**src/sysctl_pkg.sv**
```systemverilog
// constants for the peripheral reset and raw event status block
package sysctl_pkg;
    // bus geometry
    localparam int ADDR_W = 12;
    localparam int DATA_W = 32;
    localparam int EVENT_CNT = 7;
    localparam int GPIO_W = 5;
    localparam int SYNC_STAGES = 3;

    // register offsets
    localparam logic [ADDR_W-1:0] PERIPH_RESET_B_OFS = 12'h044;
    localparam logic [ADDR_W-1:0] GPIO_RESET_OFS = 12'h048;
    localparam logic [ADDR_W-1:0] RAW_STATUS_OFS = 12'h050;
    localparam logic [ADDR_W-1:0] EVENT_MASK_OFS = 12'h054;
    localparam logic [ADDR_W-1:0] MASKED_STATUS_OFS = 12'h058;

    // peripheral reset bit positions
    localparam int COMPARATOR_ZERO_BIT = 24;
    localparam int TIMER_TWO_BIT = 18;
    localparam int TIMER_ONE_BIT = 17;
    localparam int TIMER_ZERO_BIT = 16;
    localparam int I2C_BIT = 12;
    localparam int SYNC_SERIAL_BIT = 4;
    localparam int ASYNC_SERIAL_ONE_BIT = 1;
    localparam int ASYNC_SERIAL_ZERO_BIT = 0;

    // raw event bit positions
    localparam int PLL_LOCK_BIT = 6;
    localparam int CURRENT_LIMIT_BIT = 5;
    localparam int INT_OSC_FAULT_BIT = 4;
    localparam int MAIN_OSC_FAULT_BIT = 3;
    localparam int REGULATOR_UNREG_BIT = 2;
    localparam int BROWNOUT_BIT = 1;
    localparam int PLL_FAULT_BIT = 0;

    // implemented bits, everything else reads zero
    localparam logic [DATA_W-1:0] ONE_WORD = 32'h0000_0001;
    localparam logic [DATA_W-1:0] PERIPH_IMPL_MASK =
        (ONE_WORD << COMPARATOR_ZERO_BIT) | (ONE_WORD << TIMER_TWO_BIT) |
        (ONE_WORD << TIMER_ONE_BIT) | (ONE_WORD << TIMER_ZERO_BIT) |
        (ONE_WORD << I2C_BIT) | (ONE_WORD << SYNC_SERIAL_BIT) |
        (ONE_WORD << ASYNC_SERIAL_ONE_BIT) | (ONE_WORD << ASYNC_SERIAL_ZERO_BIT);
    localparam logic [DATA_W-1:0] GPIO_IMPL_MASK = (ONE_WORD << GPIO_W) - ONE_WORD;

    // reset values
    localparam logic [DATA_W-1:0] WORD_RESET = 32'h0000_0000;
    localparam logic [EVENT_CNT-1:0] EVENT_RESET = 7'h00;
    localparam logic [EVENT_CNT-1:0] BROWNOUT_ONLY = 7'h01 << BROWNOUT_BIT;
endpackage : sysctl_pkg

```
**src/event_sync_if.sv**
```systemverilog
// one event line travelling into its synchroniser and back out filtered
`timescale 1ns/10ps
interface event_sync_if;
    logic raw_level;
    logic filtered;
    modport filter (input raw_level, output filtered);
    modport user (output raw_level, input filtered);
endinterface : event_sync_if

```
**src/event_filter.sv**
```systemverilog
// three-stage synchroniser with agreement filter for one event line
`timescale 1ns/10ps
module event_filter
(
    input wire logic CLK_SYS,
    input wire logic RST,
    event_sync_if.filter ev
);
    import sysctl_pkg::*;

    logic [SYNC_STAGES-1:0] stage_reg;
    logic [SYNC_STAGES-1:0] stage_next;
    logic level_reg;
    logic level_next;

    // shift chain; level moves only when last two stages agree
    always_comb
    begin
        stage_next = {stage_reg[SYNC_STAGES-2:0], ev.raw_level};
        level_next = level_reg;
        if (stage_reg[1] == stage_reg[2])
        begin
            level_next = stage_reg[2];
        end
    end

    // registers
    always_ff @(posedge CLK_SYS)
    begin
        if (RST)
        begin
            stage_reg <= '0;
            level_reg <= 1'b0;
        end
        else
        begin
            stage_reg <= stage_next;
            level_reg <= level_next;
        end
    end

    assign ev.filtered = level_reg;
endmodule : event_filter

```
**src/sysctl_reset_and_raw_status.sv**
```systemverilog
// software peripheral resets, raw event status, mask and masked status
`timescale 1ns/10ps
// Function
// - writes to peripheral reset register only touch bits present in capability two
// - writes to port reset register only touch bits present in capability four
// - comparator zero reset bit 24, read-write, resets to zero
// - timer two, one, zero reset bits 18, 17, 16, reset zero
// - I2C reset bit 12 and sync serial reset bit 4, reset zero
// - async serial one bit 1, zero bit 0, reset zero
// - port E..A reset bits 4..0; bits 31:5 reserved
// - raw status is read-only, resets to zero, hardware sets it
// - PLL lock raw bit 6 sets when PLL ready timer asserts
// - current limit raw bit 5 sets on regulator current limit event
// - internal oscillator fault bit 4, main oscillator fault bit 3
// - regulator unregulated raw bit 2 sets while output unregulated
// - brown-out raw bit 1 sets on any brown-out condition
// - brown-out interrupts only with mask set and reset-select clear
// - PLL fault raw bit 0 sets when PLL stops oscillating
// - masked status is raw AND mask; write one clears it and raw
// - each set mask bit raises interrupt while its raw bit is set
// - reset-select set makes brown-out raise reset, else interrupt
// - capability bit one means unit present and enables its reset bit
module sysctl_reset_and_raw_status
(
    input wire logic CLK_SYS,
    input wire logic RST,
    input wire logic [sysctl_pkg::ADDR_W-1:0] ADDR,
    input wire logic [sysctl_pkg::DATA_W-1:0] WDATA,
    input wire logic WR_STB,
    input wire logic RD_STB,
    output logic [sysctl_pkg::DATA_W-1:0] RDATA,
    input wire logic [sysctl_pkg::DATA_W-1:0] CAPABILITY_REG_TWO,
    input wire logic [sysctl_pkg::DATA_W-1:0] CAPABILITY_REG_FOUR,
    input wire logic BROWNOUT_RESET_SELECT,
    input wire logic PLL_READY,
    input wire logic CURRENT_LIMIT,
    input wire logic INT_OSC_FAULT,
    input wire logic MAIN_OSC_FAULT,
    input wire logic REGULATOR_UNREG,
    input wire logic BROWNOUT_DETECT,
    input wire logic PLL_STOPPED,
    output logic [sysctl_pkg::DATA_W-1:0] PERIPH_RESETS,
    output logic [sysctl_pkg::GPIO_W-1:0] PORT_RESETS,
    output logic SYS_IRQ,
    output logic BROWNOUT_RESET_REQ
);
    import sysctl_pkg::*;

    logic [DATA_W-1:0] periph_reg;
    logic [DATA_W-1:0] periph_next;
    logic [DATA_W-1:0] gpio_reg;
    logic [DATA_W-1:0] gpio_next;
    logic [EVENT_CNT-1:0] raw_reg;
    logic [EVENT_CNT-1:0] raw_next;
    logic [EVENT_CNT-1:0] mask_reg;
    logic [EVENT_CNT-1:0] mask_next;
    logic [DATA_W-1:0] rdata_reg;
    logic [DATA_W-1:0] rdata_next;
    logic irq_reg;
    logic irq_next;
    logic bor_rst_reg;
    logic bor_rst_next;
    logic [EVENT_CNT-1:0] event_pins;
    logic [EVENT_CNT-1:0] event_level;
    logic [EVENT_CNT-1:0] clear_bits;
    logic [EVENT_CNT-1:0] irq_gate;
    logic wr_periph;
    logic wr_gpio;
    logic wr_mask;
    logic wr_masked;

    // gather event pins in raw status order
    always_comb
    begin
        event_pins = EVENT_RESET;
        event_pins[PLL_LOCK_BIT] = PLL_READY;
        event_pins[CURRENT_LIMIT_BIT] = CURRENT_LIMIT;
        event_pins[INT_OSC_FAULT_BIT] = INT_OSC_FAULT;
        event_pins[MAIN_OSC_FAULT_BIT] = MAIN_OSC_FAULT;
        event_pins[REGULATOR_UNREG_BIT] = REGULATOR_UNREG;
        event_pins[BROWNOUT_BIT] = BROWNOUT_DETECT;
        event_pins[PLL_FAULT_BIT] = PLL_STOPPED;
    end

    // one synchroniser per event line
    genvar gi;
    generate
        for (gi = 0; gi < EVENT_CNT; gi++)
        begin : g_event
            event_sync_if ev_bus ();
            assign ev_bus.raw_level = event_pins[gi];
            assign event_level[gi] = ev_bus.filtered;
            event_filter u_filter
            (
                .CLK_SYS (CLK_SYS),
                .RST (RST),
                .ev (ev_bus.filter)
            );
        end
    endgenerate

    // write decode
    assign wr_periph = WR_STB && (ADDR == PERIPH_RESET_B_OFS);
    assign wr_gpio = WR_STB && (ADDR == GPIO_RESET_OFS);
    assign wr_mask = WR_STB && (ADDR == EVENT_MASK_OFS);
    assign wr_masked = WR_STB && (ADDR == MASKED_STATUS_OFS);

    // brown-out only reaches the interrupt when reset-select is clear
    always_comb
    begin
        irq_gate = {EVENT_CNT{1'b1}};
        irq_gate[BROWNOUT_BIT] = ~BROWNOUT_RESET_SELECT;
    end

    // next state of reset controls, status, mask and outputs
    always_comb
    begin
        periph_next = periph_reg;
        gpio_next = gpio_reg;
        mask_next = mask_reg;
        clear_bits = EVENT_RESET;
        if (wr_periph)
        begin
            // present units take the write, the rest keep their value
            periph_next = ((WDATA & CAPABILITY_REG_TWO) | (periph_reg & ~CAPABILITY_REG_TWO))
                & PERIPH_IMPL_MASK;
        end
        if (wr_gpio)
        begin
            gpio_next = ((WDATA & CAPABILITY_REG_FOUR) | (gpio_reg & ~CAPABILITY_REG_FOUR))
                & GPIO_IMPL_MASK;
        end
        if (wr_mask)
        begin
            mask_next = WDATA[EVENT_CNT-1:0];
        end
        if (wr_masked)
        begin
            clear_bits = WDATA[EVENT_CNT-1:0];
        end
        // a new event beats a clear in the same cycle
        raw_next = (raw_reg & ~clear_bits) | event_level;
        irq_next = |(raw_reg & mask_reg & irq_gate);
        bor_rst_next = raw_reg[BROWNOUT_BIT] & BROWNOUT_RESET_SELECT;
    end

    // read mux, data valid only in the cycle after the strobe
    always_comb
    begin
        rdata_next = WORD_RESET;
        if (RD_STB)
        begin
            unique case (ADDR)
                PERIPH_RESET_B_OFS: rdata_next = periph_reg;
                GPIO_RESET_OFS: rdata_next = gpio_reg;
                RAW_STATUS_OFS: rdata_next = {{(DATA_W-EVENT_CNT){1'b0}}, raw_reg};
                EVENT_MASK_OFS: rdata_next = {{(DATA_W-EVENT_CNT){1'b0}}, mask_reg};
                MASKED_STATUS_OFS:
                    rdata_next = {{(DATA_W-EVENT_CNT){1'b0}}, raw_reg & mask_reg};
                default: rdata_next = WORD_RESET;
            endcase
        end
    end

    // registers
    always_ff @(posedge CLK_SYS)
    begin
        if (RST)
        begin
            periph_reg <= WORD_RESET;
            gpio_reg <= WORD_RESET;
            raw_reg <= EVENT_RESET;
            mask_reg <= EVENT_RESET;
            rdata_reg <= WORD_RESET;
            irq_reg <= 1'b0;
            bor_rst_reg <= 1'b0;
        end
        else
        begin
            periph_reg <= periph_next;
            gpio_reg <= gpio_next;
            raw_reg <= raw_next;
            mask_reg <= mask_next;
            rdata_reg <= rdata_next;
            irq_reg <= irq_next;
            bor_rst_reg <= bor_rst_next;
        end
    end

    // outputs straight from flops; reset bits hold peripherals in reset
    assign RDATA = rdata_reg;
    assign PERIPH_RESETS = periph_reg;
    assign PORT_RESETS = gpio_reg[GPIO_W-1:0];
    assign SYS_IRQ = irq_reg;
    assign BROWNOUT_RESET_REQ = bor_rst_reg;
endmodule : sysctl_reset_and_raw_status

```
**config.mk**
```make
export PLATFORM = sky130hd
export DESIGN_NAME = sysctl_reset_and_raw_status
export DESIGN_NICKNAME = d
export VERILOG_FILES = /design/src/sysctl_pkg.sv /design/src/event_sync_if.sv /design/src/event_filter.sv /design/src/sysctl_reset_and_raw_status.sv
export SDC_FILE = /design/constraint.sdc
export NUM_CORES = 1
export LEC_CHECK = 0
export ABC_CLOCK_PERIOD_IN_PS = 2860
export BUFFER_PORTS_ARGS = -buffer_cell sky130_fd_sc_hd__buf_2
export CAP_MARGIN = 10
export CELL_PAD_IN_SITES_DETAIL_PLACEMENT = 1
export CELL_PAD_IN_SITES_GLOBAL_PLACEMENT = 2
export CORE_MARGIN = 2
export CORE_UTILIZATION = 23
export CTS_CLUSTER_DIAMETER = 100
export DETAILED_ROUTE_END_ITERATION = 8
export GPL_ROUTABILITY_DRIVEN = 0
export GPL_TIMING_DRIVEN = 0
export PLACE_DENSITY = 0.8
export SLEW_MARGIN = 5
export SYNTH_ARGS = -nofsm -noshare
export SYNTH_HDL_FRONTEND = slang
export SYNTH_SLANG_ARGS = --single-unit
```
**constraint.sdc**
```tcl
create_clock -name CLK_SYS -period 2.86 [get_ports CLK_SYS]
set_clock_uncertainty 0.1 [all_clocks]
set_input_delay 0.572 -clock CLK_SYS [delete_from_list [all_inputs] [get_ports CLK_SYS]]
set_output_delay 0.572 -clock CLK_SYS [all_outputs]
set_load 0.02 [all_outputs]
```
==> results of run 1 <==
==> metrics by stage <==
step	utilization	cells	setup slack [ps]	hold WS [ps]
5_1_grt	0.312	626	516	355
4_1_cts	0.312	626	620	342
3_3_place_gp	0.291	610	338	323
3_5_place_dp	0.291	610	274	328
6_report	0.312	626	644	338
2_1_floorplan	-	360	612	314
==> per-layer routing <==
metal	wire, µm	share of wire	vias up	track usage
met5	0	0	-	0
met4	100	0.012	0	0.0522
met3	473	0.057	7	0.0307
met2	4120	0.50	71	0.201
met1	3600	0.43	1185	0.139
li1	-	-	1269	-
==> critical path: cells and delay by family <==
kind / cells / cell delay [ps]
simple gates: 2 / 1150
compound gates: 2 / 300
buf+inv: 2 / 280
==> area by class of cell <==
type                            instances  area [µm²]
Tap cell                              176         220
Clock buffer                           10         239
Fill cell                            1596        9030
Sequential cell                        69        1380
Clock inverter                          6        46.3
Buffer                                 56         413
Inverter                               10        37.5
Multi-Input combinational cell        225        1400
Timing Repair Buffer                   74         370
==> logic make-up (layout without fill, tap and decap cells) <==
logic type,after synthesis,after routing
buffers and inverters,66,156
AND/OR/NAND/NOR,100,100
AO/OA/AOI/OAI,71,71
flip-flops,69,69
multiplexers,10,10
other,1,44
==> path summary, 6_finish.rpt <==
| kind | slack [ps] | endpoint | from |
|---|---|---|---|
| max reg2reg | 1690 | RDATA[1] | raw_reg[1] |
| min reg2reg | 340 | g_event[2].u_filter.stage_reg[1] | g_event[2].u_filter.stage_reg[0] |
| min | 340 | g_event[2].u_filter.stage_reg[1] | g_event[2].u_filter.stage_reg[0] |
| max | 640 | register | ADDR[2] |
==> power groups by stage <==
stage                     Combinational, W  Sequential, W  Clock, W
final                             0.000200       0.000979   0.00104
after floorplan                   0.000140       0.000998         0
after global placement            0.000195       0.000999         0
after detailed placement          0.000198        0.00100         0
after CTS                         0.000198       0.000979   0.00107
after global routing              0.000218       0.000980   0.00111
==> cell usage in the layout (no fill, tap or decap), types with 5 or more instances in the layout <==
| master | instances |
|---|---|
| inv_1 | 10 |
| and2_1 | 6 |
| conb_1 | 44 |
| nand2_1 | 13 |
| o21ai_0 | 10 |
| dfxtp_1 | 69 |
| buf_2 | 74 |
| nor2_1 | 19 |
| clkbuf_1 | 5 |
| clkbuf_16 | 9 |
| mux2i_1 | 10 |
| nand3_1 | 13 |
| a21oi_1 | 27 |
| nor2b_1 | 22 |
| a311oi_1 | 7 |
| buf_6 | 5 |
| a21bo_2 | 9 |
| buf_4 | 44 |
==> results.md, run 1 <==
- Hold Path Class: reg -> reg
- Seq/Total Area, Yosys: 0.450
- CTS hold repair buffers: 0
- Synth Cell Area: 0.00307 mm²
- Critical path type: in -> reg
- Post-CTS sizing: 0
- Largest net degree at the start of global routing: 14
- Vias: 2,532
- Critical path arrival: 2300 ps
- Core area: 0.0131 mm²
- Max-slew violation count: 0
- DR vias/cell: a little over 4
- CTS root buffer: clkbuf_16
- Top cell type's share of synthesized area: 0.450
- CTS max path bufs: 2
- Area growth, synth to finish: 33.8%
- Initial core utilization: 0.233
- Cell variety after synth: between 40 and 50
- Leading area contributor after synthesis: dfxtp_1
- Simple-gate portion of the synthesized area: 0.206
- Clk pin slew, worst setup/hold paths: roughly 60 ps
- Clock Latency Late Sink: 330 ps
- P_int: 0.00167 W
- Share of cells above drive strength 1: 0.353
- Worst Path Required: 2950 ps
- Slowest cell on crit path: nor4_4
- Switch Pwr: ~0.00055 W
- Power per cell area: 542 mW/mm²
- Worst vdd rail ir drop: 0.235 mV
- Hold depth: 1
- Part of the cycle the worst path needs: 0.775
- Final Setup Violations: 0
- Total CTS buffers: 9
- Final Hold Fails: 0
- Synth top area cells: dfxtp_1 45%, buf_4 11%, nor2b_1 4.5%, a21oi_1 4.4%, mux2i_1 3.3%
- Most frequent cell after synthesis: dfxtp_1
- Remaining DRCs: 0
- DP HPWL: 6360 µm
- Mapped Avg Cell Area: 9.67 µm²
- Site Rows: 42
- Maximum clock rate: 451 MHz
- Complex-gate fraction of the synthesized area: 0.162
- Gate power share: 0.090
- Antenna fix cells: 0
- H-tree levels: 3
- Largest family of logic cells by synthesized area: simple AND/OR/NAND/NOR gates
- GRT Total Usage: 0.118
- Cell Area, Placed: 0.00382 mm²
- CTS tree: done
- Status: finished clean
- Starting DRT DRC Count: 82
- Slowest Stage Delay on Critical Path: 620 ps
- Setup repair bufs after CTS: 0
- Min Tclk post-route: 2220 ps
- Avg WL per Cell: between 10 and 15 µm
- Slew margin rel.: 0.511
- DR pass1 iterations: 4
- Lkg Pwr: 1.84 nW
- Total Wirelength: a little over 8000 µm
- Vias in the first global route: 2,578
- Sw frac: 0.249
- Antenna Violating Nets Remaining: 0
- Type of element capturing the critical path: register
- Number of max-cap violations: 0
- Initial antenna violation count: 0
- Fin nets: ~570
- Flop pwr share: 0.440
- Wire length of the first global-routing pass: around 13,000 µm
- Total power draw: around 0.0022 W
- CP Launch Type: primary input
- Post-Synth Adder-Cell Area: 0
- Ys Warns: 0
- Top cell by count, worst path: buf_6
- Congestion Overflow GR: 0
- Seq cells post-synth: between 60 and 70
- Die height: roughly 120 µm
- CP Cell Sequence: buf_6 -> or4b_4 -> buf_6 -> nor4_4 -> a21bo_2 -> a21oi_1
- Xor and xnor area share after synthesis: 0
- RSZ-0062 raised after global routing: no
- Post-synth EDFFs: 0
- Clk pwr share: 0.470
- Post-synth top flop: dfxtp_1
- Post-Syn Instances: 317
- Clock sink count: 69
- CP max FO: 10
- Reg2reg path depth: 4
- Final TNS setup: 0 ps
- Die Span X: 119 µm
- Die footprint: 0.0143 mm²
- Fin area: about 0.0041 mm²
- Post-synth top cells: 69 x dfxtp_1, 44 x buf_4, 27 x a21oi_1
- Fraction of registers with async set/reset: 0
- I/O Buffers: 74
- I/O pin count: around 190
- Actual slew at the worst max-slew pin: just over 700 ps
- Mux share of post-synthesis cell area: 0.0326
(Power assumes the default switching activity.)
==> run 2, diff against run 1 <==
Settings changed: ABC_AREA set to 1, ABC_CLOCK_PERIOD_IN_PS 2860 to 2000, CORE_UTILIZATION 23 to 20, PLACE_DENSITY 0.8 to 0.78.
Clock period 2.86 ns to 2 ns, I/O delays scaled along.
==> run 2 against run 1 <==
Net effect: worst setup slack worse by 120 ps; wire length up 3.0%; sequential power up 43%; total power up 58%; combinational power up 43%; synthesized area up 3.1%; register-to-register slack worse by 830 ps; core utilization down 3.2 points; critical path depth up 2; highest routed layer unchanged.
==> results.md, run 2 <==
- Total Wirelength: 8540 µm (+3.0%)
- Hold Path Class: in -> reg
- GRT Total Usage: 0.106 (-0.0121)
- Clock Latency Late Sink: 330 ps (about the same)
- Ys Warns: 0 (unchanged)
- Fillcell total: 1,927 (+21%)
- Simple-gate portion of the synthesized area: 0.303 (+0.0964)
- Initial core utilization: 0.206 (-0.0271)
- Critical path arrival: 1640 ps (-660 ps)
- Wire length of the first global-routing pass: 13,800 µm (+5.5%)
- Post-synth top cells: 82 x nor2_1, 69 x dfxtp_1, 60 x nand2_1
- I/O Buffers: 74 (unchanged)
- Status: finished clean
- CP max FO: 7 (-3)
- Antenna fix cells: 0 (unchanged)
- Worst r2r src: raw_reg[0]
- RSZ-0062 raised after global routing: no
- Die Span X: 130 µm (+8.6%)
- Type of element capturing the critical path: register
- Top cell type's share of synthesized area: 0.437 (-0.0134)
- DP HPWL: 6900 µm (+8.6%)
- Largest family of logic cells by synthesized area: simple AND/OR/NAND/NOR gates
- Top cell by count, worst path: nor2_2
- Final Setup Violations: 0 (unchanged)
- DR vias/cell: 3.69 (-8.7%)
- Vias in the first global route: 2,948 (+14%)
- Post-CTS sizing: 0 (unchanged)
- Worst slack at placement: 185 ps (-89.6 ps)
- Clk pin slew, worst setup/hold paths: 50 ps (about the same)
- Slowest Stage Delay on Critical Path: 290 ps (-330 ps)
- Starting DRT DRC Count: 54 (-34%)
- Worst Path Required: 2170 ps (-780 ps)
- Bufs and invs on worst path: 1 (-1)
- Fin nets: 672 (+19%)
- Mapped Avg Cell Area: 7.45 µm² (-23%)
- Seq/Total Area, Yosys: 0.437 (-0.0134)
- Cell variety after synth: 26 (-37%)
- Max-slew violation count: 0 (unchanged)
- Vias: 2,835 (+12%)
- Largest net degree at the start of global routing: 12 (-2)
- Part of the cycle the worst path needs: 0.738
- Critical R2R Capture: SYS_IRQ
- CP delay by family, top: simple AND/OR/NAND/NOR gates
- Mux share of post-synthesis cell area: 0 (-0.0326)
- Area growth, synth to finish: 36.0%
- Post-synth top flop: dfxtp_1
- Synth Cell Area: 0.00316 mm² (+3.1%)
- Leading area contributor after synthesis: dfxtp_1
- Xor and xnor area share after synthesis: 0 (unchanged)
- CTS tree: done
- Hold depth: 3 (+2)
- Slowest cell on crit path: nor2_2
- Synth top area cells: dfxtp_1 44%, buf_4 11%, nor2_1 9.7%, nand2_1 7.1%, inv_1 6.2%
- Lkg Pwr: 2.16 nW (+17%)
- Antenna Violating Nets Remaining: 0 (unchanged)
- Number of max-cap violations: 0 (unchanged)
- Fin util: 0.281 (-0.0317)
- Worst vdd rail ir drop: 0.361 mV (+54%)
- Reg2reg path depth: 4 (unchanged)
- Final worst setup slack: 524 ps (-120 ps)
- Hold_sp: BROWNOUT_DETECT
- Reg2reg setup slack: 860 ps (-830 ps)
- Clock sink count: 69 (unchanged)
- Hold EP: g_event[1].u_filter.stage_reg[0]
- Die height: 130 µm (+8.6%)
- CP Launch Type: primary input
- Setup repair bufs after CTS: 0 (unchanged)
- I/O pin count: 191 (unchanged)
- CTS max path bufs: 2 (unchanged)
- Most frequent cell after synthesis: nor2_1
- Site Rows: 45 (+7.1%)
- Power per cell area: 815 mW/mm² (+50%)
- Post-synth EDFFs: 0 (unchanged)
- Critical path type: in -> reg
- H-tree levels: 3 (unchanged)
- Fraction of registers with async set/reset: 0 (unchanged)
- Complex-gate fraction of the synthesized area: 0.0728 (-0.0895)
- Core area: 0.0153 mm² (+17%)
- Share of cells above drive strength 1: 0.309 (-0.0445)
- Most common cell after layout, fill and taps aside: nor2_1
- Total CTS buffers: 9 (unchanged)
- CTS root buffer: clkbuf_16
- Min Tclk post-route: 1480 ps
- WP depth: 8 (+2)
- Congestion Overflow GR: 0 (unchanged)
- Post-Syn Instances: 424 (+34%)
- Most frequent cells in the layout: 82 x nor2_1, 76 x buf_2, 69 x dfxtp_1, 60 x nand2_1, 52 x inv_1
- DR pass1 iterations: 4 (unchanged)
- Total power draw: 0.00350 W (+58%)
- Maximum clock rate: 678 MHz
- Die footprint: 0.0168 mm² (+18%)
- Avg WL per Cell: 11.1 µm (-16%)
- CTS hold repair buffers: 0 (unchanged)
- Post-Synth Adder-Cell Area: 0 (unchanged)
- Initial antenna violation count: 0 (unchanged)
- Final TNS setup: 0 ps (unchanged)
- CP Cell Sequence: buf_2 -> nor2_2 -> nand2_2 -> nor2_4 -> nand2_1 -> nor2_2 -> o21ai_0 -> nor2_1
- Remaining DRCs: 0 (unchanged)
- Final Hold Fails: 0 (unchanged)
- Seq cells post-synth: 69 (unchanged)
-- run 2: changes by cell type in the layout (fill, tap and decap cells not counted), sizes merged, moves of 6 or more --
cell	delta
mux2i	-10
a21bo	-13
nand3	+12
nor2	+74
nand2	+65
nor2b	-22
a311oi	-7
inv	+48
a211oi	+7
a21oi	-13
and2	-6
-- run 2: per-stage QoR --
step                      instance area (µm²)  hold slack, ps  instances
after global placement                   3960             292        752
after detailed placement                 3960             297        752
final                                    4300             171        768
after floorplan                          3320             288        467
after CTS                                4300             161        768
after global routing                     4300             169        768
-- run 2: kinds of logic (layout without fill, tap and decap cells) --
kind of cell           count (synthesis)  after routing
other                                  1             44
buffers and inverters                111            201
AOI/OAI and AO/OA                     39             39
DFF                                   69             69
and+or+nand+nor                      204            204
-- run 2: how the worst max path moves through the flow --
stage,end,slack (ps),start
2_1_floorplan,mask_reg[6],550,ADDR[3]
3_3_place_gp,mask_reg[5],220,ADDR[3]
3_5_place_dp,register,180,ADDR[11]
4_1_cts,mask_reg[6],530,ADDR[11]
5_1_grt,mask_reg[5],370,ADDR[9]
6_report,mask_reg[5],520,ADDR[11]
-- run 2: cell type report --
cell class	count	area (µm²)	area share
inverter	59	221	0.0515
tap	211	264	0.0614
clock buffer	12	246	0.0574
clock inverter	4	95.1	0.0221
sequential	69	1380	0.321
buffer	52	367	0.0853
multi-input combinational	287	1350	0.315
timing repair buffer	74	370	0.0862
-- run 2: layer usage --
layer  vias up  GRT usage  share of wire
li1       1474          -              -
met1      1278      0.116           0.42
met2        72      0.194           0.51
met3        11     0.0324          0.053
met4         0     0.0342          0.013
met5         -          0              0
-- run 2: report_power, final --
group,total [W],switching [W],internal [W]
Sequential,0.00140,0.00000646,0.00139
Clock,0.00181,0.000565,0.00125
Combinational,0.000287,0.000176,0.000111
-- run 2: worst min-delay path, cell delays in order --
cell	delay, ps
buf_2	70
inv_1	30
nor2_1	70
==> run 3, diff against run 2 <==
Settings changed: ABC_AREA 1 to 0, ABC_CLOCK_PERIOD_IN_PS 2000 to 1320, CORE_UTILIZATION 20 to 21, PLACE_DENSITY 0.78 to 0.77.
Clock period 2 ns to 1.32 ns, I/O delays scaled along.
==> run 3 against run 2 <==
Net effect: the flow now finishes with violations (setup timing); cell area is 2.0% higher; via count is 7.3% lower; sequential cell count stayed put; sequential share of layout area is 0.60 points lower.
==> results.md, run 3 (synthesized netlist as in run 1, its figures left out) <==
- Hold Path Class: in -> reg
- Worst Path Required: 1430 ps (-740 ps)
- DR pass1 iterations: 4 (unchanged)
- CP max FO: 7 (unchanged)
- Slew margin rel.: 0.596
- Final Hold Fails: 0 (unchanged)
- Die Span X: 125 µm (-3.8%)
- Final Setup Violations: 39 (+39)
- Lkg Pwr: 1.95 nW (-9.6%)
- DP HPWL: 6400 µm (-7.3%)
- Total Wirelength: 8540 µm (about the same)
- Initial antenna violation count: 0 (unchanged)
- Antenna Violating Nets Remaining: 0 (unchanged)
- Die height: 125 µm (-3.8%)
- GRT Total Usage: 0.110 (+0.00459)
- Area growth, synth to finish: 42.9%
- Cell Area, Placed: 0.00388 mm² (-2.0%)
- Placed cell count: 618 (-18%)
- CTS tree: done
- Failing checks: setup timing
- Fin area: 0.00438 mm² (+2.0%)
- Most frequent cells in the layout: 70 x buf_2, 68 x dfxtp_1, 54 x buf_4, 44 x conb_1, 22 x nor2b_1
- Fin util: 0.304 (+0.0232)
- Wire length of the first global-routing pass: 13,700 µm (-0.70%)
- Avg WL per Cell: 13.2 µm (+19%)
- DR vias/cell: 4.07 (+10%)
- Storage cell area: 0.00138 mm² (about the same)
- Worst vdd rail ir drop: 0.734 mV (+100%)
- Actual slew at the worst max-slew pin: about 600 ps
- Largest net degree at the start of global routing: 15 (+3)
- Number of max-cap violations: 0 (unchanged)
- Vias in the first global route: 2,681 (-9.1%)
- Status: complete, but fails checks
- CTS max path bufs: 2 (unchanged)
- Starting DRT DRC Count: 81 (+50%)
- I/O pin count: 191 (unchanged)
- Min Tclk post-route: 1710 ps
- Clk pin slew, worst setup/hold paths: 60 ps (about the same)
- Clock Latency Late Sink: 330 ps (about the same)
- Share of cells above drive strength 1: 0.425 (+0.116)
- Critical path type: in -> reg
- Initial core utilization: 0.213 (+0.00624)
- Critical path arrival: 1820 ps (+180 ps)
- Area of the multi-input gates: 0.00151 mm² (+12%)
- Die footprint: 0.0156 mm² (-7.4%)
- I/O Buffers: 74 (unchanged)
- Congestion Overflow GR: 0 (unchanged)
- Final worst setup slack: -387 ps (-912 ps)
- Total power draw: 0.00486 W (+39%)
- Crit path from: ADDR[0]
- Part of the cycle the worst path needs: 1.29
- Power per cell area: 1110 mW/mm² (+36%)
- H-tree levels: 3 (unchanged)
- Hold_sp: MAIN_OSC_FAULT
- CP Launch Type: primary input
- Total CTS buffers: 9 (unchanged)
- Fillcell total: 1,716 (-11%)
- Site Rows: 44 (-2.2%)
- Worst r2r src: raw_reg[5]
- Type of element capturing the critical path: register
- Most common cell after layout, fill and taps aside: buf_2
- Antenna fix cells: 0 (unchanged)
- Maximum clock rate: between 500 and 600 MHz
- CTS root buffer: clkbuf_16
- Non-Filler Instances: 645 (-16%)
- Core area: 0.0144 mm² (-5.8%)
- Clock sink count: 69 (unchanged)
- RSZ-0062 raised after global routing: yes
- Vias: 2,627 (-7.3%)
- Max-slew violation count: 0 (unchanged)
- Fin nets: 576 (-14%)
- Remaining DRCs: 0 (unchanged)
- Worst slack at placement: -1020 ps (-1210 ps)
run 3: changes by cell type in the layout (fill, tap and decap cells not counted), moves of 10 or more:
cell	before	now
inv_1	52	10
mux2i_1	0	10
nand2_1	60	13
nand2_2	17	0
nand3_1	25	4
nor2_1	82	19
nor2b_1	0	22
run 3: worst paths after layout:
check                                                        end  slack, ps  cells past startpoint
worst max-delay path                                 mask_reg[5]       -390                      5
worst min-delay path            g_event[3].u_filter.stage_reg[0]         40                      2
worst max register to register                          RDATA[5]        140                      4
worst min register to register  g_event[5].u_filter.stage_reg[1]        340                      1
run 3: timing repair:
item	in CTS	in global routing
buffers inserted	8	4
pin swaps	17	10
endpoints found under the setup margin	39	49
cloned	0	1
resized for setup	9	20
hold buffers	0	0
run 3: area by class of cell:
cell class / count / share of cell area
multi-input combinational: 225 / 0.344
buffer: 54 / 0.0911
sequential: 69 / 0.315
clock buffer: 9 / 0.0514
inverter: 10 / 0.00856
tap: 184 / 0.0525
timing repair buffer: 87 / 0.124
clock inverter: 7 / 0.0128
run 3: critical path: stages:
cell and delay, ps:
buf_8 100, or4b_4 540, or4_4 660, mux2i_1 200, nor2_1 60
run 3: layer usage:
metal  global-route usage  vias to the layer above  share of wire
met5                    0                        -              0
met4               0.0294                        0          0.017
met3               0.0318                       12          0.054
met2                0.198                       76           0.50
met1                0.129                     1243           0.43
li1                     -                     1296              -
run 3: power breakdown:
group	leakage (nW)	internal (W)	switching (W)
registers	0.560	0.00211	0.0000102
logic	1.25	0.000198	0.000267
clock network	0.137	0.00130	0.000975
total	1.95	0.00360	0.00125
run 3: per-stage QoR:
step | TNS [ps] | hold WS [ps]
floorplan | -19770 | 273
CTS | -12430 | 32.5
global route | -13830 | 44.3
finish | -11970 | 43.2
global placement | -32220 | 323
detailed placement | -33490 | 328
